<file path="src/common/irq_flag_pkg.sv">
// Constants and types shared by the peripheral interrupt flag bank
package irq_flag_pkg;

    // Bus and register widths
    localparam int ADDR_W = 12;
    localparam int DATA_W = 32;
    localparam int FLAG_W = 8;
    localparam int STAT_W = 4;

    // Register indices; byte address is four times the index
    localparam logic [9:0] IDX_FLAGS_3 = 10'h08F;
    localparam logic [9:0] IDX_FLAGS_4 = 10'h090;
    localparam logic [9:0] IDX_FLAGS_5 = 10'h091;
    localparam logic [9:0] IDX_FLAGS_6 = 10'h092;
    localparam logic [9:0] IDX_STATUS  = 10'h0A0;
    localparam logic [9:0] IDX_MASK    = 10'h0A1;

    // Reset values
    localparam logic [FLAG_W-1:0] FLAGS_RESET = 8'h00;
    localparam logic [STAT_W-1:0] STAT_RESET  = 4'h0;

    // Software-writable bits of each flag register
    localparam logic [FLAG_W-1:0] WR_MASK_3 = 8'h0F;
    localparam logic [FLAG_W-1:0] WR_MASK_4 = 8'h3F;
    localparam logic [FLAG_W-1:0] WR_MASK_5 = 8'hFC;
    localparam logic [FLAG_W-1:0] WR_MASK_6 = 8'h07;

    // Flag register 3 positions
    localparam int POS_MOD2_PARAM  = 3;
    localparam int POS_MOD2_PERIOD = 2;
    localparam int POS_MOD1_PARAM  = 1;
    localparam int POS_MOD1_PERIOD = 0;
    // Flag register 4 positions
    localparam int POS_SERIAL1_RX  = 7;
    localparam int POS_SERIAL1_TX  = 6;
    localparam int POS_CELL4       = 5;
    localparam int POS_CELL3       = 4;
    localparam int POS_CELL2       = 3;
    localparam int POS_CELL1       = 2;
    localparam int POS_WAVEFORM    = 1;
    localparam int POS_OSC         = 0;
    // Flag register 5 positions
    localparam int POS_COMP2       = 7;
    localparam int POS_COMP1       = 6;
    localparam int POS_SYNC2_COLL  = 5;
    localparam int POS_SYNC2_EVT   = 4;
    localparam int POS_SYNC1_COLL  = 3;
    localparam int POS_SYNC1_EVT   = 2;
    localparam int POS_SERIAL2_RX  = 1;
    localparam int POS_SERIAL2_TX  = 0;
    // Flag register 6 positions
    localparam int POS_ZERO_CROSS  = 2;
    localparam int POS_CONV_THRESH = 1;
    localparam int POS_CONV_DONE   = 0;

    // One-cycle event pulses from the peripherals
    typedef struct packed {
        logic mod2_param;
        logic mod2_period;
        logic mod1_param;
        logic mod1_period;
        logic logic_cell4;
        logic logic_cell3;
        logic logic_cell2;
        logic logic_cell1;
        logic waveform_gen;
        logic osc_unit;
        logic comparator2;
        logic comparator1;
        logic sync2_collision;
        logic sync2_event;
        logic sync1_collision;
        logic sync1_event;
        logic zero_cross;
        logic conv_threshold;
        logic conv_done;
    } periph_event_t;

    // Buffer state levels from the two serial ports
    typedef struct packed {
        logic serial1_rx_pending;
        logic serial1_tx_empty;
        logic serial2_rx_pending;
        logic serial2_tx_empty;
    } buffer_state_t;

endpackage

</file>
<file path="src/logic/sticky_flag_reg.sv">
// One register of sticky flags: hardware sets, software writes
`timescale 1ns/100ps
module sticky_flag_reg #(
    parameter int                WIDTH   = 8,
    parameter logic [WIDTH-1:0]  WR_MASK = '1
) (
    // Clock and control
    input  wire logic             clk,
    input  wire logic             rst,
    input  wire logic             ce,
    // Hardware set and software write
    input  wire logic [WIDTH-1:0] set,
    input  wire logic             wr_en,
    input  wire logic [WIDTH-1:0] wr_data,
    // Flag state
    output logic      [WIDTH-1:0] flags
);
    generate
        if (WIDTH < 1) begin : g_bad_width
            $error("sticky_flag_reg: WIDTH must be at least 1");
        end
    endgenerate

    // Set wins over a clearing write in the same cycle
    always_ff @(posedge clk) begin
        if (rst) begin
            flags <= '0;
        end else if (ce) begin
            flags <= (set & WR_MASK) | ((wr_en ? wr_data : flags) & WR_MASK);
        end
    end
endmodule // sticky_flag_reg

</file>
<file path="src/logic/irq_status_unit.sv">
// Sticky interrupt status, read-to-clear, with mask and level output
`timescale 1ns/100ps
module irq_status_unit #(
    parameter int WIDTH = 4
) (
    // Clock and control
    input  wire logic             clk,
    input  wire logic             rst,
    input  wire logic             ce,
    // Events and software access
    input  wire logic [WIDTH-1:0] event_in,
    input  wire logic             rd_clear,
    input  wire logic             mask_wr,
    input  wire logic [WIDTH-1:0] mask_data,
    // State
    output logic      [WIDTH-1:0] status,
    output logic      [WIDTH-1:0] mask,
    output logic                  irq
);
    generate
        if (WIDTH < 1) begin : g_bad_width
            $error("irq_status_unit: WIDTH must be at least 1");
        end
    endgenerate

    // An event in the clearing read's cycle survives it
    always_ff @(posedge clk) begin
        if (rst) begin
            status <= '0;
        end else if (ce) begin
            status <= event_in | (rd_clear ? '0 : status);
        end
    end

    always_ff @(posedge clk) begin
        if (rst) begin
            mask <= '0;
        end else if (ce && mask_wr) begin
            mask <= mask_data;
        end
    end

    // Registered so the top output comes from a flop
    always_ff @(posedge clk) begin
        if (rst) begin
            irq <= 1'b0;
        end else if (ce) begin
            irq <= |(event_in & mask) | (|(status & mask) & ~rd_clear)
                   | (|(event_in & mask_data) & mask_wr);
        end
    end
endmodule // irq_status_unit

</file>
<file path="src/logic/periph_irq_flag_bank.sv">
// Peripheral interrupt request flag bank with APB register access
`timescale 1ns/100ps
module periph_irq_flag_bank
    import irq_flag_pkg::*;
(
    // Clock, reset, clock enable
    input  wire logic                       CLK,
    input  wire logic                       SYS_RST,
    input  wire logic                       CE,
    // APB slave
    input  wire logic                       PSEL,
    input  wire logic                       PENABLE,
    input  wire logic                       PWRITE,
    input  wire logic [irq_flag_pkg::ADDR_W-1:0] PADDR,
    input  wire logic [irq_flag_pkg::DATA_W-1:0] PWDATA,
    output logic      [irq_flag_pkg::DATA_W-1:0] PRDATA,
    output logic                            PREADY,
    output logic                            PSLVERR,
    // Peripheral events and serial buffer state
    input  wire irq_flag_pkg::periph_event_t EVENTS,
    input  wire irq_flag_pkg::buffer_state_t BUFFERS,
    // Interrupt
    output logic                            IRQ
);
    import irq_flag_pkg::*;

    logic [FLAG_W-1:0] flags_3;
    logic [FLAG_W-1:0] flags_4;
    logic [FLAG_W-1:0] flags_5;
    logic [FLAG_W-1:0] flags_6;
    logic [FLAG_W-1:0] set_3;
    logic [FLAG_W-1:0] set_4;
    logic [FLAG_W-1:0] set_5;
    logic [FLAG_W-1:0] set_6;
    logic [FLAG_W-1:0] reg_4;
    logic [FLAG_W-1:0] reg_5;
    buffer_state_t     buf_state;
    buffer_state_t     buf_prev;
    logic [STAT_W-1:0] status;
    logic [STAT_W-1:0] mask;
    logic [STAT_W-1:0] stat_event;
    logic              irq_level;
    logic [9:0]        index;
    logic              aligned;
    logic              access;
    logic              commit;
    logic              wr_commit;
    logic              hit;
    logic [FLAG_W-1:0] next_rdata;
    logic              wr_3;
    logic              wr_4;
    logic              wr_5;
    logic              wr_6;
    logic              wr_mask;
    logic              rd_status;

    // Same-clock peripheral events: no synchroniser needed
    // sets take effect only while CE is high, as the flag registers gate them with ce
    always_comb begin
        set_3 = '0;
        set_4 = '0;
        set_5 = '0;
        set_6 = '0;
        set_3[POS_MOD2_PARAM]  = EVENTS.mod2_param;
        set_3[POS_MOD1_PARAM]  = EVENTS.mod1_param;
        set_3[POS_MOD2_PERIOD] = EVENTS.mod2_period;
        set_3[POS_MOD1_PERIOD] = EVENTS.mod1_period;
        set_4[POS_CELL4]       = EVENTS.logic_cell4;
        set_4[POS_CELL3]       = EVENTS.logic_cell3;
        set_4[POS_CELL2]       = EVENTS.logic_cell2;
        set_4[POS_CELL1]       = EVENTS.logic_cell1;
        set_4[POS_WAVEFORM]    = EVENTS.waveform_gen;
        set_4[POS_OSC]         = EVENTS.osc_unit;
        set_5[POS_COMP2]       = EVENTS.comparator2;
        set_5[POS_COMP1]       = EVENTS.comparator1;
        set_5[POS_SYNC2_COLL]  = EVENTS.sync2_collision;
        set_5[POS_SYNC1_COLL]  = EVENTS.sync1_collision;
        set_5[POS_SYNC2_EVT]   = EVENTS.sync2_event;
        set_5[POS_SYNC1_EVT]   = EVENTS.sync1_event;
        set_6[POS_ZERO_CROSS]  = EVENTS.zero_cross;
        set_6[POS_CONV_THRESH] = EVENTS.conv_threshold;
        set_6[POS_CONV_DONE]   = EVENTS.conv_done;
    end

    // APB decode; the slave answers on the second access cycle
    assign index     = PADDR[ADDR_W-1:2];
    assign aligned   = (PADDR[1:0] == 2'b00);
    assign access    = PSEL && PENABLE;
    assign commit    = access && PREADY;
    assign wr_commit = commit && PWRITE && !PSLVERR;
    assign hit       = aligned && (index == IDX_FLAGS_3 || index == IDX_FLAGS_4 || index == IDX_FLAGS_5
                       || index == IDX_FLAGS_6 || index == IDX_STATUS || index == IDX_MASK);

    assign wr_3      = wr_commit && (index == IDX_FLAGS_3);
    assign wr_4      = wr_commit && (index == IDX_FLAGS_4);
    assign wr_5      = wr_commit && (index == IDX_FLAGS_5);
    assign wr_6      = wr_commit && (index == IDX_FLAGS_6);
    assign wr_mask   = wr_commit && (index == IDX_MASK);
    // Status clears where its read data is captured, so an event that
    // arrives in the ready cycle is latched afresh instead of being lost
    assign rd_status = access && !PREADY && !PWRITE && hit && (index == IDX_STATUS);

    sticky_flag_reg #(.WIDTH(FLAG_W), .WR_MASK(WR_MASK_3)) u_flags_3 (
        .clk     (CLK),
        .rst     (SYS_RST),
        .ce      (CE),
        .set     (set_3),
        .wr_en   (wr_3),
        .wr_data (PWDATA[FLAG_W-1:0]),
        .flags   (flags_3)
    );

    sticky_flag_reg #(.WIDTH(FLAG_W), .WR_MASK(WR_MASK_4)) u_flags_4 (
        .clk     (CLK),
        .rst     (SYS_RST),
        .ce      (CE),
        .set     (set_4),
        .wr_en   (wr_4),
        .wr_data (PWDATA[FLAG_W-1:0]),
        .flags   (flags_4)
    );

    sticky_flag_reg #(.WIDTH(FLAG_W), .WR_MASK(WR_MASK_5)) u_flags_5 (
        .clk     (CLK),
        .rst     (SYS_RST),
        .ce      (CE),
        .set     (set_5),
        .wr_en   (wr_5),
        .wr_data (PWDATA[FLAG_W-1:0]),
        .flags   (flags_5)
    );

    sticky_flag_reg #(.WIDTH(FLAG_W), .WR_MASK(WR_MASK_6)) u_flags_6 (
        .clk     (CLK),
        .rst     (SYS_RST),
        .ce      (CE),
        .set     (set_6),
        .wr_en   (wr_6),
        .wr_data (PWDATA[FLAG_W-1:0]),
        .flags   (flags_6)
    );

    // buffer flags follow the serial ports' state
    always_ff @(posedge CLK) begin
        if (SYS_RST) begin
            buf_state <= '0;
            buf_prev  <= '0;
        end else if (CE) begin
            buf_state <= BUFFERS;
            buf_prev  <= buf_state;
        end
    end

    // read-only bits come from buffer state, never from a write
    always_comb begin
        reg_4                 = flags_4;
        reg_4[POS_SERIAL1_RX] = buf_state.serial1_rx_pending;
        reg_4[POS_SERIAL1_TX] = buf_state.serial1_tx_empty;
        reg_5                 = flags_5;
        reg_5[POS_SERIAL2_RX] = buf_state.serial2_rx_pending;
        reg_5[POS_SERIAL2_TX] = buf_state.serial2_tx_empty;
    end

    // One status bit per flag register: a new set or a buffer flag rising
    always_comb begin
        stat_event    = '0;
        stat_event[0] = |(set_3 & WR_MASK_3);
        stat_event[1] = |(set_4 & WR_MASK_4) | (buf_state.serial1_rx_pending & ~buf_prev.serial1_rx_pending)
                        | (buf_state.serial1_tx_empty & ~buf_prev.serial1_tx_empty);
        stat_event[2] = |(set_5 & WR_MASK_5) | (buf_state.serial2_rx_pending & ~buf_prev.serial2_rx_pending)
                        | (buf_state.serial2_tx_empty & ~buf_prev.serial2_tx_empty);
        stat_event[3] = |(set_6 & WR_MASK_6);
    end

    irq_status_unit #(.WIDTH(STAT_W)) u_status (
        .clk       (CLK),
        .rst       (SYS_RST),
        .ce        (CE),
        .event_in  (stat_event),
        .rd_clear  (rd_status),
        .mask_wr   (wr_mask),
        .mask_data (PWDATA[STAT_W-1:0]),
        .status    (status),
        .mask      (mask),
        .irq       (irq_level)
    );

    assign IRQ = irq_level;

    // Read mux; unmapped addresses read zero
    always_comb begin
        next_rdata = '0;
        if (aligned) begin
            unique case (index)
                IDX_FLAGS_3: next_rdata = flags_3;
                IDX_FLAGS_4: next_rdata = reg_4;
                IDX_FLAGS_5: next_rdata = reg_5;
                IDX_FLAGS_6: next_rdata = flags_6;
                IDX_STATUS:  next_rdata = {{(FLAG_W-STAT_W){1'b0}}, status};
                IDX_MASK:    next_rdata = {{(FLAG_W-STAT_W){1'b0}}, mask};
                default:     next_rdata = '0;
            endcase
        end
    end

    // One wait state keeps read data and error in flops
    always_ff @(posedge CLK) begin
        if (SYS_RST) begin
            PREADY  <= 1'b0;
            PSLVERR <= 1'b0;
            PRDATA  <= '0;
        end else if (CE) begin
            PREADY  <= access && !PREADY;
            PSLVERR <= access && !PREADY && !hit;
            if (access && !PREADY && !PWRITE) begin
                PRDATA <= {{(DATA_W-FLAG_W){1'b0}}, next_rdata};
            end else if (commit) begin
                PRDATA <= '0;
            end
        end
    end
endmodule // periph_irq_flag_bank

</file>
<file path="config.mk">
export PLATFORM = sky130hd
export DESIGN_NAME = periph_irq_flag_bank
export DESIGN_NICKNAME = d
export VERILOG_FILES = /design/src/common/irq_flag_pkg.sv /design/src/logic/sticky_flag_reg.sv /design/src/logic/irq_status_unit.sv /design/src/logic/periph_irq_flag_bank.sv
export SDC_FILE = /design/constraint.sdc
export NUM_CORES = 1
export LEC_CHECK = 0
export ABC_AREA = 0
export BUFFER_PORTS_ARGS = -buffer_cell sky130_fd_sc_hd__buf_4
export CAP_MARGIN = 20
export CORE_ASPECT_RATIO = 1.4
export CORE_MARGIN = 2
export CORE_UTILIZATION = 49
export CTS_CLUSTER_DIAMETER = 80
export DETAILED_ROUTE_END_ITERATION = 12
export PLACE_DENSITY_LB_ADDON = 0.3
export SETUP_SLACK_MARGIN = 0.2
export SYNTH_ARGS = -nofsm -noshare
export SYNTH_HDL_FRONTEND = slang
export SYNTH_HIERARCHICAL = 1
export SYNTH_SLANG_ARGS = --single-unit
</file>
<file path="constraint.sdc">
create_clock -name CLK -period 2.7 [get_ports CLK]
set_input_delay 0.54 -clock CLK [delete_from_list [all_inputs] [get_ports CLK]]
set_output_delay 0.54 -clock CLK [all_outputs]
set_load 0.01 [all_outputs]
</file>
==> reports/results.env <==
INITIAL_UTILIZATION_PCT=50.6
CRITICAL_PATH_CLASS='in -> reg'
CTS_ROOT_BUF='sky130_fd_sc_hd__clkbuf_8'
HOLD_VIOLATIONS=0
CTS_STAGE_HOLD_BUFFER_COUNT=0
HOLDCRITPATHCLASS='reg -> reg'
CLK_PIN_SLEW_WORST_PATHS_NS=0.08
SYNTH.AVG_CELL_AREA_UM2=8.37
POST-CTS-SETUP-BUFFER-COUNT=0
CRITPATHLAUNCHTYPE='input port'
VDD_DROP_MAX_V=0.000312
TOTALWIRELENGTH_UM=6540
GRT_FIRST_PASS_WIRELENGTH_UM=10600
FINISH.NET_COUNT=464
WORST-PATH-MAX-FANOUT=17
AREA.GROWTH.SYNTH_TO_FINAL_PCT=16.1
YS.WARNINGS.COUNT=6
GLOBALROUTETOTALUTIL_PCT=21.8
WORST_CLOCK_SKEW_NS=0.00327
CLOCKBUFFERDEPTH=2
HPWLAFTERDP_UM=4850
REGAREA_UM2=921
GRT_MAX_DEGREE=48
RSZ0062_AT_GRT='false'
CTS_MADE_BUFFERS=5
TRITONCTS='built'
FINAL.MIN_CLOCK_PERIOD_NS=1.97
CTS-RESIZED-GATES=0
DIE_HEIGHT_UM=93.4
AVGVIACOUNTPERCELL=5.40
CRITICAL_PATH_REQUIRED_NS=2.92
FINAL_COUNT_OF_PINS_VIOLATING_MAX_SLEW=0
MAX-CAP-VIOLATIONS=0
GLOBALPLACE.CONGESTION=0.858
PORTBUFFERS=59
DIE_WIDTH_UM=67.8
DETAIL_ROUTE.ITER0.VIOLATIONS=120
POSTLAYOUTCOREUTIL_PCT=58.7
INITIAL_ANTENNA_VIOLATION_COUNT=0
MULTI_INPUT_AREA_UM2=1600
NUMBER_OF_ITERATIONS_IN_THE_FIRST_DETAILED_ROUTING_PASS=4
LEAKAGE_uW=0.00132
CORE.ROWCOUNT=32
GRT_OVERFLOW=0
ANT_NETS=0
DRC=0
DIE-AREA_UM2=6330
HTREE_LEVELS=2
GRT_PASS1_VIAS=2323
SYNTH_CELLS=334
TYPE_OF_DESTINATION_OF_THE_CRITICAL_PATH='flip-flop'
ARRIVAL_WORST_ENDPOINT_NS=2.19
VIA_COUNT=2486
FMAX_MHz=507
SETUP_VIOL_COUNT_FINAL=0
CORE_REGION_AREA_UM2=5530
POWER.DENSITY_CELL_AREA_nW_PER_UM2=429
SETUP_TNS_NS=0
N_ANTENNA_CELL=0
MIN_PERIOD_OVER_PERIOD_PCT=73.1
NUMCLOCKSINKS=46
IO-PIN-COUNT=108
FINAL_LAYOUT_SIZE_SUFFIX_GT1_SHARE_PCT=25.0
HOLD-WORST-SLACK_NS=0.450
SYN_AREA_UM2=2800
R2R_SLACK_NS=0.81
DETAILED_ROUTE_WIRE_LENGTH_PER_CELL_UM=14.2
WORST_PIN_SLEW_NS=0.679
OUTCOME='finished, final reports clean'
SLEW_HEADROOM_PCT=54.5
CLK_LATENCY_NS=0.30
FILLERS=542
metal layers:
layer	vias to the layer above	part of all wire (%)	GRT usage (%)	routed length, µm
li1	1229	-	-	-
met1	1154	41	25.5	2690
met2	96	52	38.6	3370
met3	7	5.9	4.33	386
met4	0	1.4	7.00	93
met5	-	0	0	0
through the flow:
step / power (µW) / setup WS [ns] / cells / cell area, µm²
2_1_floorplan: 903 / 0.576 / 364 / 2910
3_5_place_dp: 975 / 0.448 / 452 / 3150
4_1_cts: 1400 / 0.742 / 460 / 3240
6_report: 1390 / 0.726 / 460 / 3240
3_3_place_gp: 969 / 0.473 / 452 / 3150
5_1_grt: 1460 / 0.608 / 460 / 3240
sequential cells by signal, summed over array words and instances, names as in the netlist, 4 cells and up:
signal / flops
PRDATA: 8
u_flags_4/flags: 6
u_flags_5/flags: 6
buf_prev: 4
buf_state: 4
u_flags_3/flags: 4
u_status/mask: 4
u_status/status: 4
critical path, cell delays in order:
cell                       delay, ns
sky130_fd_sc_hd__buf_4          0.25
sky130_fd_sc_hd__and3b_1        0.22
sky130_fd_sc_hd__nand4_2        0.17
sky130_fd_sc_hd__nor3_1         0.54
sky130_fd_sc_hd__o21ai_0        0.23
sky130_fd_sc_hd__a221oi_2       0.24
final cells by class:
| type | count | share of cell area [%] |
|---|---|---|
| multi-input cells | 254 | 49.3 |
| repair buffers | 62 | 14.3 |
| clock inverters | 1 | 0.154 |
| flip-flops and latches | 46 | 28.4 |
| well taps | 68 | 2.62 |
| clock buffers | 7 | 2.66 |
| inverters | 22 | 2.55 |
power by group:
group	switching [µW]	total (µW)	internal (µW)	leakage [µW]
clock network	225	431	207	0.0000482
registers	19.9	729	710	0.000378
logic	128	231	103	0.000891
placed cells by master, fill, tap and decap left out, types with 12 or more instances in the layout:
| cell | n |
|---|---|
| sky130_fd_sc_hd__o21ai_0 | 19 |
| sky130_fd_sc_hd__conb_1 | 33 |
| sky130_fd_sc_hd__dfxtp_1 | 46 |
| sky130_fd_sc_hd__nand2_1 | 21 |
| sky130_fd_sc_hd__a221oi_2 | 16 |
| sky130_fd_sc_hd__inv_1 | 22 |
| sky130_fd_sc_hd__a21oi_1 | 12 |
| sky130_fd_sc_hd__mux2i_1 | 20 |
| sky130_fd_sc_hd__buf_4 | 62 |
| sky130_fd_sc_hd__nor2_1 | 50 |
path summary, 6_finish.rpt:
path | start | end | cells after the start
setup / recovery | PADDR[2] | u_flags_3/flags[3]$_SDFFE_PP0P_ | 6
hold / removal | PRDATA[1]$_SDFFE_PP0P_ | PRDATA[1]$_SDFFE_PP0P_ | 2
setup reg to reg | PREADY$_SDFFE_PP0P_ | u_flags_3/flags[3]$_SDFFE_PP0P_ | 4
hold reg to reg | PRDATA[1]$_SDFFE_PP0P_ | PRDATA[1]$_SDFFE_PP0P_ | 2
Note: power is estimated with default switching activity, not from simulation.
